===== src/slbi_pkg.sv =====
`default_nettype none

package slbi_pkg;

   // ----------------------------------------------------------------
   // Timing
   // ----------------------------------------------------------------
   localparam int CLK_MHZ = 200;
   localparam int PHASE_MS = 250;
   // One blink phase (a pulse or a gap) in clock cycles.
   localparam int PHASE_CYCLES = PHASE_MS * 1000 * CLK_MHZ;
   // Dark pause after a code, counted in phases.
   localparam int PAUSE_PHASES = 6;
   localparam logic [3:0] PAUSE_LAST = 4'(PAUSE_PHASES - 1);

   // ----------------------------------------------------------------
   // Blink category codes
   // ----------------------------------------------------------------
   typedef logic [3:0] slbi_code_t;
   localparam slbi_code_t CODE_OVERTEMP = 4'h1;
   localparam slbi_code_t CODE_OVERLOAD = 4'h2;
   localparam slbi_code_t CODE_COMM = 4'h3;
   localparam slbi_code_t CODE_EXTERNAL = 4'h4;
   localparam slbi_code_t CODE_OVERCURRENT = 4'h5;
   localparam slbi_code_t CODE_VOLTAGE = 4'h6;
   localparam slbi_code_t CODE_OTHER = 4'hA;

   // ----------------------------------------------------------------
   // Register map
   // ----------------------------------------------------------------
   localparam logic [7:0] ADDR_OVERRIDE = 8'h00;
   localparam logic [7:0] ADDR_USER_CMD = 8'h04;
   localparam logic [7:0] ADDR_LED_STATUS = 8'h08;
   localparam logic [7:0] ADDR_IRQ_STATUS = 8'h0C;
   localparam logic [7:0] ADDR_IRQ_MASK = 8'h10;
   localparam int BIT_YELLOW = 0;
   localparam int BIT_GREEN = 1;
   localparam int BIT_RED = 2;
   localparam int EVT_ALARM = 0;
   localparam int EVT_FAULT = 1;
   localparam int EVT_FORCED = 2;
   localparam logic [2:0] OVERRIDE_RST = 3'h0;
   localparam logic [2:0] USER_CMD_RST = 3'h0;
   localparam logic [2:0] IRQ_STATUS_RST = 3'h0;
   localparam logic [2:0] IRQ_MASK_RST = 3'h0;

   // ----------------------------------------------------------------
   // Types
   // ----------------------------------------------------------------
   typedef struct packed {
      logic red;
      logic green;
      logic yellow;
   } slbi_leds_t;

   typedef struct packed {
      logic ready;
      logic running;
      logic alarm;
      slbi_code_t alarm_cat;
      logic forced_cfg;
      logic fault;
      slbi_code_t fault_cat;
   } slbi_drive_t;

   typedef enum logic [3:0] {
      BLINK_IDLE = 4'b0001,
      BLINK_ON = 4'b0010,
      BLINK_OFF = 4'b0100,
      BLINK_PAUSE = 4'b1000
   } slbi_blink_state_t;

endpackage : slbi_pkg

`default_nettype wire


===== src/slbi_top.sv =====
// Summary of operation
// - Three outputs: green run, yellow alarm, red fault.
// - Ready, not running: green steady, others dark.
// - Running without alarm or fault: green blinks.
// - Alarm: yellow blinks its category, red dark.
// - Forced power-up configuration, no alarm: yellow blinks code ten.
// - Fault: red blinks category, green and yellow off.
// - Categories one to six; five, six fault only.
// - Anything outside one to six blinks code ten.
// - Status flags mirror present lit state of indicators.
// - User command drives indicator only when overridden.
// - Override bit zero hands yellow to user.
// - Override bit one hands green to user.
// - Override bit two hands red to user.
// - External alarm and fault both use code four.
`timescale 1ns/1ps
`default_nettype none

module slbi_top #(
   parameter int PHASE_CYCLES = slbi_pkg::PHASE_CYCLES
) (
   input wire logic clk, // 200 MHz clock
   input wire logic reset_n, // asynchronous reset, active low
   input wire slbi_pkg::slbi_drive_t drive, // drive state, same clock domain
   input wire logic [7:0] addr, // register byte address
   input wire logic [31:0] wdata, // register write data
   input wire logic wr, // write strobe
   input wire logic rd, // read strobe
   output logic [31:0] rdata, // read data, cycle after rd
   output slbi_pkg::slbi_leds_t leds, // indicator drive, high is lit
   output logic irq // level interrupt
);
   import slbi_pkg::*;

   // ----------------------------------------------------------------
   // Category mapping
   // ----------------------------------------------------------------
   // Over-current and voltage exist only as faults, so as alarms they
   // fall into the catch-all code.
   function automatic slbi_code_t map_code(input slbi_code_t cat, input logic is_fault);
      slbi_code_t res;
      res = CODE_OTHER;
      if (cat >= CODE_OVERTEMP && cat <= CODE_EXTERNAL)
         res = cat;
      else if (is_fault && (cat == CODE_OVERCURRENT || cat == CODE_VOLTAGE))
         res = cat;
      return res;
   endfunction : map_code

   // ----------------------------------------------------------------
   // Registers and decode
   // ----------------------------------------------------------------
   logic [2:0] indicator_override_select;
   logic [2:0] user_cmd;
   logic [2:0] irq_status;
   logic [2:0] irq_mask;
   logic [31:0] phase_cnt;
   logic green_blink;
   logic prev_alarm;
   logic prev_fault;
   logic prev_forced;

   wire logic wr_override = wr && addr == ADDR_OVERRIDE;
   wire logic wr_user_cmd = wr && addr == ADDR_USER_CMD;
   wire logic wr_mask = wr && addr == ADDR_IRQ_MASK;
   wire logic rd_irq_status = rd && addr == ADDR_IRQ_STATUS;
   wire logic [31:0] read_mux =
      addr == ADDR_OVERRIDE ? {29'h0, indicator_override_select} :
      addr == ADDR_USER_CMD ? {29'h0, user_cmd} :
      addr == ADDR_LED_STATUS ? {29'h0, leds} :
      addr == ADDR_IRQ_STATUS ? {29'h0, irq_status} :
      addr == ADDR_IRQ_MASK ? {29'h0, irq_mask} : 32'h0;

   always_ff @(posedge clk or negedge reset_n)
   begin
      if (!reset_n)
      begin
         indicator_override_select <= OVERRIDE_RST;
         user_cmd <= USER_CMD_RST;
         irq_mask <= IRQ_MASK_RST;
         rdata <= 32'h0;
      end
      else
      begin
         if (wr_override)
            indicator_override_select <= wdata[2:0];
         if (wr_user_cmd)
            user_cmd <= wdata[2:0];
         if (wr_mask)
            irq_mask <= wdata[2:0];
         rdata <= rd ? read_mux : 32'h0;
      end
   end

   // ----------------------------------------------------------------
   // Phase timer
   // ----------------------------------------------------------------
   wire logic tick = phase_cnt == 32'(PHASE_CYCLES - 1);

   always_ff @(posedge clk or negedge reset_n)
   begin
      if (!reset_n)
      begin
         phase_cnt <= 32'h0;
         green_blink <= 1'b0;
      end
      else
      begin
         phase_cnt <= tick ? 32'h0 : phase_cnt + 32'h1;
         if (tick)
            green_blink <= !green_blink;
      end
   end

   // ----------------------------------------------------------------
   // Code blinkers: index 0 is yellow, index 1 is red
   // ----------------------------------------------------------------
   wire logic [1:0] want;
   wire slbi_code_t want_code [2];
   wire logic [1:0] lit;

   assign want[0] = !drive.fault && (drive.alarm || drive.forced_cfg);
   assign want_code[0] = drive.alarm ? map_code(drive.alarm_cat, 1'b0) : CODE_OTHER;
   assign want[1] = drive.fault;
   assign want_code[1] = map_code(drive.fault_cat, 1'b1);

   genvar g;
   generate
      for (g = 0; g < 2; g++)
      begin : g_blink
         slbi_blink_state_t state;
         slbi_blink_state_t next_state;
         slbi_code_t remaining;
         slbi_code_t next_remaining;

         // A pulse and a gap each last one phase; the pause closes the code.
         always_comb
         begin
            next_state = state;
            next_remaining = remaining;
            case (state)
               BLINK_IDLE:
               begin
                  next_state = BLINK_ON;
                  next_remaining = want_code[g];
               end
               BLINK_ON:
                  if (tick)
                  begin
                     next_state = BLINK_OFF;
                     next_remaining = remaining - 4'h1;
                  end
               BLINK_OFF:
                  if (tick)
                  begin
                     next_state = remaining == 4'h0 ? BLINK_PAUSE : BLINK_ON;
                     next_remaining = remaining == 4'h0 ? PAUSE_LAST : remaining;
                  end
               BLINK_PAUSE:
                  if (tick)
                  begin
                     next_state = remaining == 4'h0 ? BLINK_IDLE : BLINK_PAUSE;
                     next_remaining = remaining - 4'h1;
                  end
               default:
                  next_state = BLINK_IDLE;
            endcase
            if (!want[g])
               next_state = BLINK_IDLE;
         end

         always_ff @(posedge clk or negedge reset_n)
         begin
            if (!reset_n)
            begin
               state <= BLINK_IDLE;
               remaining <= 4'h0;
            end
            else
            begin
               state <= next_state;
               remaining <= next_remaining;
            end
         end

         // Lit follows the next state, so a fault or a dropped cause darkens
         // the indicator in the same cycle as the steady logic reacts.
         assign lit[g] = next_state == BLINK_ON;
      end
   endgenerate

   // ----------------------------------------------------------------
   // Indicator selection and interrupts
   // ----------------------------------------------------------------
   wire logic auto_green =
      !drive.fault && (drive.running ? green_blink : drive.ready);
   wire slbi_leds_t auto_leds = '{red: lit[1], green: auto_green, yellow: lit[0]};
   wire slbi_leds_t next_leds = (auto_leds & ~indicator_override_select)
      | (user_cmd & indicator_override_select);
   wire logic [2:0] events = {
      drive.forced_cfg && !prev_forced,
      drive.fault && !prev_fault,
      drive.alarm && !prev_alarm
   };

   always_ff @(posedge clk or negedge reset_n)
   begin
      if (!reset_n)
      begin
         leds <= '0;
         irq_status <= IRQ_STATUS_RST;
         irq <= 1'b0;
         prev_alarm <= 1'b0;
         prev_fault <= 1'b0;
         prev_forced <= 1'b0;
      end
      else
      begin
         leds <= next_leds;
         prev_alarm <= drive.alarm;
         prev_fault <= drive.fault;
         prev_forced <= drive.forced_cfg;
         // A new event in the clearing read cycle survives the clear.
         irq_status <= (rd_irq_status ? 3'h0 : irq_status) | events;
         irq <= |(irq_status & irq_mask);
      end
   end
endmodule : slbi_top

`default_nettype wire


===== config.mk =====
export PLATFORM = sky130hd
export DESIGN_NAME = slbi_top
export DESIGN_NICKNAME = d
export VERILOG_FILES = /design/src/slbi_pkg.sv /design/src/slbi_top.sv
export SDC_FILE = /design/constraint.sdc
export NUM_CORES = 1
export LEC_CHECK = 0
export BUFFER_PORTS_ARGS = -buffer_cell sky130_fd_sc_hd__clkbuf_2
export CAP_MARGIN = 10
export CORE_MARGIN = 1.5
export CORE_UTILIZATION = 54
export CTS_BUF_LIST = sky130_fd_sc_hd__clkbuf_16
export DETAILED_ROUTE_END_ITERATION = 6
export HOLD_SLACK_MARGIN = 0.05
export PLACE_DENSITY = 0.8
export SYNTH_ARGS = -nofsm -noshare
export SYNTH_HDL_FRONTEND = slang
export SYNTH_SLANG_ARGS = --single-unit

===== constraint.sdc =====
create_clock -name clk -period 2.5 [get_ports clk]
set_input_delay 0.375 -clock clk [delete_from_list [all_inputs] [get_ports clk]]
set_output_delay 0.375 -clock clk [all_outputs]
set_load 0.01 [all_outputs]

==> results.md, run 1 <==
Pwr:
- Summed over all cells, the static leakage comes to 2.008 nW.
- The total power is about 3.1 mW.
- For this design the ratio of total power to cell area is between 700 and 800 nW/µm².
- The largest voltage drop on the vdd net is 0.5341 mV.

Clock tree:
- The clock tree from TritonCTS is yes.
- The maximum root-to-sink buffer count is 2.
- The clock sink total is just over 70.
- For the worst-skew pair, the clock arrives at the later sink with an insertion delay of 0.33 ns.
- The total CTS buffers is 9.
- Clock-pin slew was measured on the worst setup and hold paths at about 0.060 ns.
- The depth of the CTS H-tree is 3.
- The tree is rooted in a sky130_fd_sc_hd__clkbuf_16.

Synthesis:
- Sequential cells were found to cover between 40% and 50% of the synthesized design area.
- The commonest register cell after synthesis is sky130_fd_sc_hd__dfrtp_1.
- The average instance in the mapped netlist occupies 9.615 µm².
- The netlist uses 54 different library cells.
- The number of enable flip-flop cells after synthesis is 0.
- The cell count after synthesis came out at 403.
- The count of state elements after synthesis is 71.
- After synthesis the cells add up to 3875 µm².
- The number of synthesis warnings is 0.
- Of all flip-flops after synthesis, the portion carrying an async set or reset was 100.0%.

Route:
- In the final routed layout, each cell accounts on average for 14.15 µm.
- After detailed routing, the number of remaining DRC violations is 0.
- The wire length after detailed routing is 7.614 mm.
- The average vias per placed instance is 5.597.
- For this block, the initial DRC count from the detailed router was 128.
- Once detail routing completed, the nets flagged for antenna violations numbered 0.
- The via count is 3011.
- The detailed-router iteration count before antenna repair is 5.

Timing:
- In the post-route analysis, the smallest setup slack over all paths is ~0.19 ns.
- The final setup skew is ~0.005 ns.
- The relative slew slack is 44.32%.
- Adding up every negative setup slack in the final design gives 0 ns.
- The tightest hold path in the finished design has a slack of 0.03838 ns.
- The total count of hold-check failures in the final report is 0.
- The final critical path takes up just over 90% of the cycle.
- The maximum clock frequency is roughly 430 MHz.
- Setup violations remaining at the end of the flow were counted as 0.
- At the pin with the least slew margin, the transition time is about 0.82 ns.
- Setup repair after global routing left no endpoint under its margin.
- The post-route minimum period is approximately 2.3 ns.
- The count of pins over their slew limit is 0.

Flow run:
- Max-cap violations in this run came to 0.

Floorplanning:
- The initialized floorplan defines 30 standard-cell rows.
- The overall die width is 87.71 µm.
- between 90 and 100 I/O pins were placed.
- The core region is around 6900 µm².
- The initial cell density of the core is a little under three fifths.
- Measured along the y axis, the die boundary spans 87.71 µm.
- The area enclosed by the die boundary is 7693 µm².

Worst setup path:
- The critical path data arrival time is 2.52 ns.
- The critical path goes through ha_1 -> and4_1 -> nand4_1 -> nor4_4 -> buf_12 -> mux2_1 -> o21ai_1 -> o41ai_2.
- The largest individual stage delay along the critical path comes from the cell sky130_fd_sc_hd__dfrtp_1.
- The critical setup path kind is reg2reg.
- Along the worst path, the maximum fanout reaches 22.
- For the worst flop-to-flop path, the logic depth is 8.
- The worst setup path is launched from a register.
- The worst register-to-register path ends at leds[2].
- For the worst setup path, the data required time is 2.70 ns.
- The beginning of the worst register-to-register path is phase_cnt[0].
- STA classifies the critical path endpoint as a register.
- The longest individual stage delay on the worst path is 0.38 ns.
- The internal reg-to-reg setup slack is 0.19 ns.

Placed design:
- The number of cells in the design after placement is 522.
- The HPWL after detailed placement is 5.340 mm.
- Before CTS, the worst setup slack after placement is 0.1672 ns.
- The global placement routability congestion is 0.8359.
- The instance area after placement is 4046 µm².
- Buffers placed on the I/O ports in this run total 34.

Layout:
- The count of fill cells added during filler insertion is 571.
- After routing the design area is 4367 µm².
- The final cell utilization of the core is 63.57%.
- The number of nets at the end of the flow is slightly below 500.
- The count of non-filler cells in the finished layout is 538.
- The area added between synthesis and finish is 12.69%.
- The count of inserted antenna diode cells is 0.
- The share of post-route cells with drive strength above 1 is between 10% and 20%.

Outcome:
- The run finished with clean final reports.

Global routing:
- Global routing used 21.36% of the available tracks.
- Entering global routing, the biggest net connects 48 pins.
- After global routing the overflow that remains totals 0.
- The first global-routing pass estimated 12.72 mm of wire.
- The number of global-route vias before repair is between 2000 and 3000.
- The initial antenna violation count was 0.

Hold path:
- The classification of the worst-slack hold path is in2async.
## per-layer routing
| layer | GRT usage (%) | routed length, µm | share of wire, % |
|---|---|---|---|
| met1 | 24.30 | 3144 | 41 |
| met2 | 37.61 | 4058 | 53 |
| met3 | 6.786 | 312 | 4.1 |
| met4 | 7.648 | 99 | 1.3 |
| met5 | 0 | 0 | 0 |
## what timing repair did
action | 4_1_cts | 5_1_grt
hold buffers | 0 | 0
buffers inserted | 0 | 0
setup endpoints to repair | 0 | 1
resized for setup | 0 | 1
## placed cells by master (no fill, tap or decap), types with 4 or more instances in the layout
cell type                    n
sky130_fd_sc_hd__mux2i_1     4
sky130_fd_sc_hd__inv_1      17
sky130_fd_sc_hd__nor3_1     12
sky130_fd_sc_hd__nor4_1      5
sky130_fd_sc_hd__o211ai_1    4
sky130_fd_sc_hd__nand2b_1    5
sky130_fd_sc_hd__nand4_1     9
sky130_fd_sc_hd__nor2b_1     6
sky130_fd_sc_hd__nand2_1    36
sky130_fd_sc_hd__xnor2_1    16
sky130_fd_sc_hd__o21ai_0    18
sky130_fd_sc_hd__a21oi_1    18
sky130_fd_sc_hd__nor2_1     29
sky130_fd_sc_hd__nor3b_1     4
sky130_fd_sc_hd__conb_1     29
sky130_fd_sc_hd__mux2_2      9
sky130_fd_sc_hd__nand3_1    14
sky130_fd_sc_hd__clkbuf_16   9
sky130_fd_sc_hd__xor2_1     15
sky130_fd_sc_hd__nor4b_1     4
sky130_fd_sc_hd__dfrtp_1    69
sky130_fd_sc_hd__clkbuf_2   33
sky130_fd_sc_hd__or3_1       7
sky130_fd_sc_hd__a31oi_1     5
sky130_fd_sc_hd__and3_1      7
## worst max path at each step
stage / startpoint / to / slack, ns / depth (start not counted)
after floorplan: phase_cnt[0] / leds[2] / 0.55 / 7
after global placement: phase_cnt[0] / leds[2] / 0.26 / 8
after detailed placement: phase_cnt[0] / g_blink[1].remaining[0] / 0.17 / 8
after CTS: phase_cnt[0] / g_blink[1].remaining[0] / 0.15 / 8
after global routing: phase_cnt[7] / leds[2] / 0.04 / 7
final: phase_cnt[0] / leds[2] / 0.19 / 8
## state kept, by name, summed over array words and instances, names as in the netlist
name and flops:
indicator_override_select 3, user_cmd 3, irq 1, prev_fault 1, prev_alarm 1, g_blink.state 8
prev_forced 1, phase_cnt 32, g_blink.remaining 8, irq_mask 3, irq_status 3, green_blink 1
leds 3, rdata 3
## final cells by class
type	count	area, µm²	share of cell area, %
inverters	16	60.06	1.375
well taps	96	120.1	2.751
multi-input cells	300	1861	42.61
clock inverters	7	88.84	2.034
repair buffers	39	232.7	5.330
flip-flops and latches	71	1779	40.75
clock buffers	9	225.2	5.158
## power breakdown
| group | switching (mW) | internal (mW) |
|---|---|---|
| sequential | 0.112 | 1.25 |
| clock | 0.476 | 0.865 |
| combinational | 0.248 | 0.184 |
## cell usage after synthesis (all sizes together) (4+ instances only)
cell    instances  area share (%)
dfrtp          69              45
nand2          36             3.5
buf            35             6.5
nor2           29             2.8
o21ai          19             2.5
a21oi          18             2.3
inv            16             1.5
xnor2          16             3.6
xor2           15             3.4
nand3          14             1.8
nor3           13             1.8
mux2           10             2.9
clkbuf          9            0.87
nand4           9             1.5
nor4            8             1.8
and3            7             1.1
or3             7             1.1
nor2b           6            0.97
a31oi           5            0.81
nand2b          5            0.81
nor4b           5             1.3
mux2i           4             1.0
nor3b           4            0.77
o211ai          4            0.77
## worst max-delay path: cells and delay by family (launching register included)
family          cells  cell delay (ns)
buf+inv             1             0.21
simple gates        3             0.73
compound gates      2             0.32
mux                 1             0.34
fa+ha+maj           1             0.21
flops               1             0.38
## logic make-up after synthesis
group,share of synthesized area [%]
AND/OR/NAND/NOR,21.50
flip-flops,45.92
AO/OA/AOI/OAI,11.62
buffers and inverters,8.944
XOR/XNOR,7.007
multiplexers,3.939
adder cells (fa/ha/maj),0.9688
other,0.09678
No activity file was read; power rests on OpenSTA's default activity.
==> run 2: changes to the inputs <==
Settings changed: BUFFER_PORTS_ARGS -buffer_cell sky130_fd_sc_hd__clkbuf_2 to not set, CORE_UTILIZATION 54 to 60, DONT_BUFFER_PORTS set to 1, PLACE_DENSITY 0.8 to 0.76.
==> run 2 against run 1 <==
Fmax down 2.1%; via count fell by 6.2%; critical endpoint unchanged; sequential share of layout area grew 1.4 points; largest cell class unchanged; clock power hardly changed; register-to-register slack lost 0.05 ns; utilization increased by 3.6 points; highest routed layer unchanged; power fell by 0.47%; final area decreased by 3.4%; final cell count is 9.5% lower; combinational power fell by 10%; global-route usage increased by 0.95 points.
==> results.md, run 2 (synthesis results as in run 1) <==
Worst setup path:
- STA puts the critical path data required time at 2.70 ns.
- The critical path data arrival time is 2.57 ns.
- STA classifies the critical path endpoint as a register.
- The critical-path maximum fanout is 19.
- The beginning of the worst register-to-register path is phase_cnt[0].
- The cell depth of the worst flop-to-flop path is 8.
- The nature of the critical path startpoint is a register.
- The launch point of the critical path is phase_cnt[0].
- The setup path with the least slack is of type reg2reg.

Clock tree:
- The maximum root-to-sink buffer count is 2.
- Clock latency on the worst-skew pair, taken at its later pin, is 0.33 ns.
- The root buffer cell is sky130_fd_sc_hd__clkbuf_16.
- The depth of the CTS H-tree is 3.
- In this run, CTS created clock tree buffers numbering 9.
- TritonCTS built the clock tree.
- The clock sink total is 71.
- Clock-pin slew was measured on the worst setup and hold paths at 0.06 ns.

Flow run:
- The max-capacitance violation count is 0.

Layout:
- Once layout is complete, the cells apart from fillers number 487.
- The leading cell type in the layout, fill and taps excluded is sky130_fd_sc_hd__dfrtp_1.
- More flip-flops sit in one register than any other, and that register is phase_cnt.
- The area added between synthesis and finish is 8.880%.
- Cells fill around two thirds of the core in the end.
- The final layout contains around 470 nets.
- The number of flip-flops in the largest register is 32.
- The count of fill cells added during filler insertion is between 400 and 500.
- Leaving out fill and tap cells, the most frequent cells in the layout are 69 x sky130_fd_sc_hd__dfrtp_1, 36 x sky130_fd_sc_hd__nand2_1, 29 x sky130_fd_sc_hd__nor2_1, 29 x sky130_fd_sc_hd__conb_1, 18 x sky130_fd_sc_hd__o21ai_0.
- The largest registers in the layout are phase_cnt: 32 flops, g_blink.remaining: 8 flops, g_blink.state: 8 flops.
- Of the cells placed in the final design, the portion with a size suffix greater than 1 is 10.98%.
- The count of inserted antenna diode cells is 0.

Timing:
- The worst path needs 2.365 ns of the cycle, external delays included.
- The minimum setup slack in the final design is 0.1349 ns.
- The transition time at the pin with the least slew margin is 0.8214 ns.
- Setup violations remaining at the end of the flow were counted as 0.
- Based on the critical path, the design can be clocked at up to 422.8 MHz.
- The total count of hold-check failures in the final report is 0.
- The portion of the clock cycle consumed by the worst path in the final layout is 94.60%.
- The clock arrives with between 0.006 and 0.007 ns of skew.
- The relative slew slack is 44.47%.
- The tightest hold path in the finished design has a slack of 0.06983 ns.
- The count of pins over their slew limit is 0.

Pwr:
- Of the total power, the clock network draws 43.9%.
- Power spread over the standard cell area amounts to 738.7 nW/µm².
- The largest voltage drop on the vdd net is between 0.4 and 0.5 mV.
- The proportion of power drawn by combinational gates is 12.4%.
- In this run the power spent charging and discharging nets is 0.8262 mW.
- The internal power is 2.291 mW.
- The sequential fraction of design power is between 40 and 50%.
- The switching portion of total power is 26.51%.
- Overall power consumption after layout is estimated at 3.117 mW.
- The leakage power total is 1.882 nW.

Placed design:
- The port buffer count is 0.
- The post-DP HPWL is 5.082 mm.
- The global placement routability congestion is 0.7928.
- Timing analysis after detailed placement gives a worst setup slack of 0.1734 ns.
- The number of placed instances, taps included, is 469.

Floorplanning:
- The area inside the core boundary is around 6300 µm².
- The die boundary height is 83.37 µm.
- Once the floorplan was initialized, standard cells occupied 61.73% of the core.
- In this run the count of I/O pins placed on the die edge is 93.
- The area enclosed by the die boundary is ~6900 µm².
- The overall die width is 83.37 µm.
- In this run the core area contains 29 standard-cell rows.

Route:
- The via count is around 2800.
- The wire length per cell is between 15 and 20 µm.
- The final layout contains routed wiring with a total length of 7.356 mm.
- After detailed routing, the number of vias per cell comes to 5.797.
- The first TritonRoute pass finished after 4 iterations.
- After detailed routing, the number of remaining DRC violations is 0.
- In this run the remaining antenna-violating nets after routing total 0.
- The detailed router finished its first iteration with 155 violations.

Hold path:
- The min-delay analysis places its worst path in the category in2reg.
- In this run the most critical hold path is launched from drive[10].
- The worst hold path passes through 0 cells.

Global routing:
- The global-route wire length before repair is 12.65 mm.
- The global-route total usage across every layer is around 22%.
- The number of global-route vias before repair came to around 2700.
- The initial antenna violation count is 0.
- After global routing the overflow that remains totals 0.
- The largest net degree at the start of global routing is 72.

Outcome:
- The flow ran to the end, and the final reports show no timing, DRC or antenna violations.
==> run 2: final timing paths <==
kind / to / slack (ns)
setup / recovery: leds[2] / 0.13
setup reg to reg: leds[2] / 0.13
hold reg to reg: irq_status[1] / 0.42
hold / removal: prev_alarm / 0.07
min in group asynchronous: phase_cnt[3] / 0.60
max in group asynchronous: g_blink[0].state[0] / 1.57
==> run 2: final cells by class <==
| cell class | instances | area [µm²] | area share [%] |
|---|---|---|---|
| Multi-Input combinational cell | 300 | 1869 | 44.31 |
| Sequential cell | 71 | 1779 | 42.17 |
| Clock buffer | 9 | 225.2 | 5.338 |
| Tap cell | 77 | 96.34 | 2.284 |
| Timing Repair Buffer | 8 | 95.09 | 2.254 |
| Clock inverter | 6 | 93.84 | 2.224 |
| Inverter | 16 | 60.06 | 1.423 |
==> run 2: power by group through the flow <==
stage                     Sequential [mW]  Combinational (mW)  Clock (mW)
final                                1.36               0.387        1.37
after detailed placement             1.38               0.349           0
after floorplan                      1.32               0.362           0
after global routing                 1.38               0.444        1.43
after global placement               1.37               0.334           0
after CTS                            1.36               0.378        1.38
==> run 2: stage by stage <==
stage / setup TNS (ns) / area (µm²)
2_1_floorplan: 0 / 3980
3_3_place_gp: 0 / 3840
3_5_place_dp: 0 / 3840
4_1_cts: 0 / 4197
5_1_grt: -0.009488 / 4219
6_report: 0 / 4219
==> run 2: per-layer routing <==
metal,global-route usage [%],wire length (µm),share of wire [%]
met3,5.666,348,4.7
met4,7.576,85,1.2
met1,29.11,3238,44
met2,36.44,3684,50
met5,0,0,0
==> run 2: critical path, stage by stage (launching register included) <==
cell	delay [ns]
sky130_fd_sc_hd__dfrtp_1	0.38
sky130_fd_sc_hd__ha_1	0.21
sky130_fd_sc_hd__and4_2	0.27
sky130_fd_sc_hd__nand4_1	0.21
sky130_fd_sc_hd__nor4_4	0.38
sky130_fd_sc_hd__buf_12	0.21
sky130_fd_sc_hd__mux2_1	0.34
sky130_fd_sc_hd__o21ai_2	0.16
sky130_fd_sc_hd__o41ai_2	0.09
==> run 2: what timing repair did <==
action                     4_1_cts  5_1_grt
setup endpoints to repair        0        2
buffers inserted                 0        1
hold endpoints to repair        71        0
hold buffers                     2        0
resized for setup                0        4
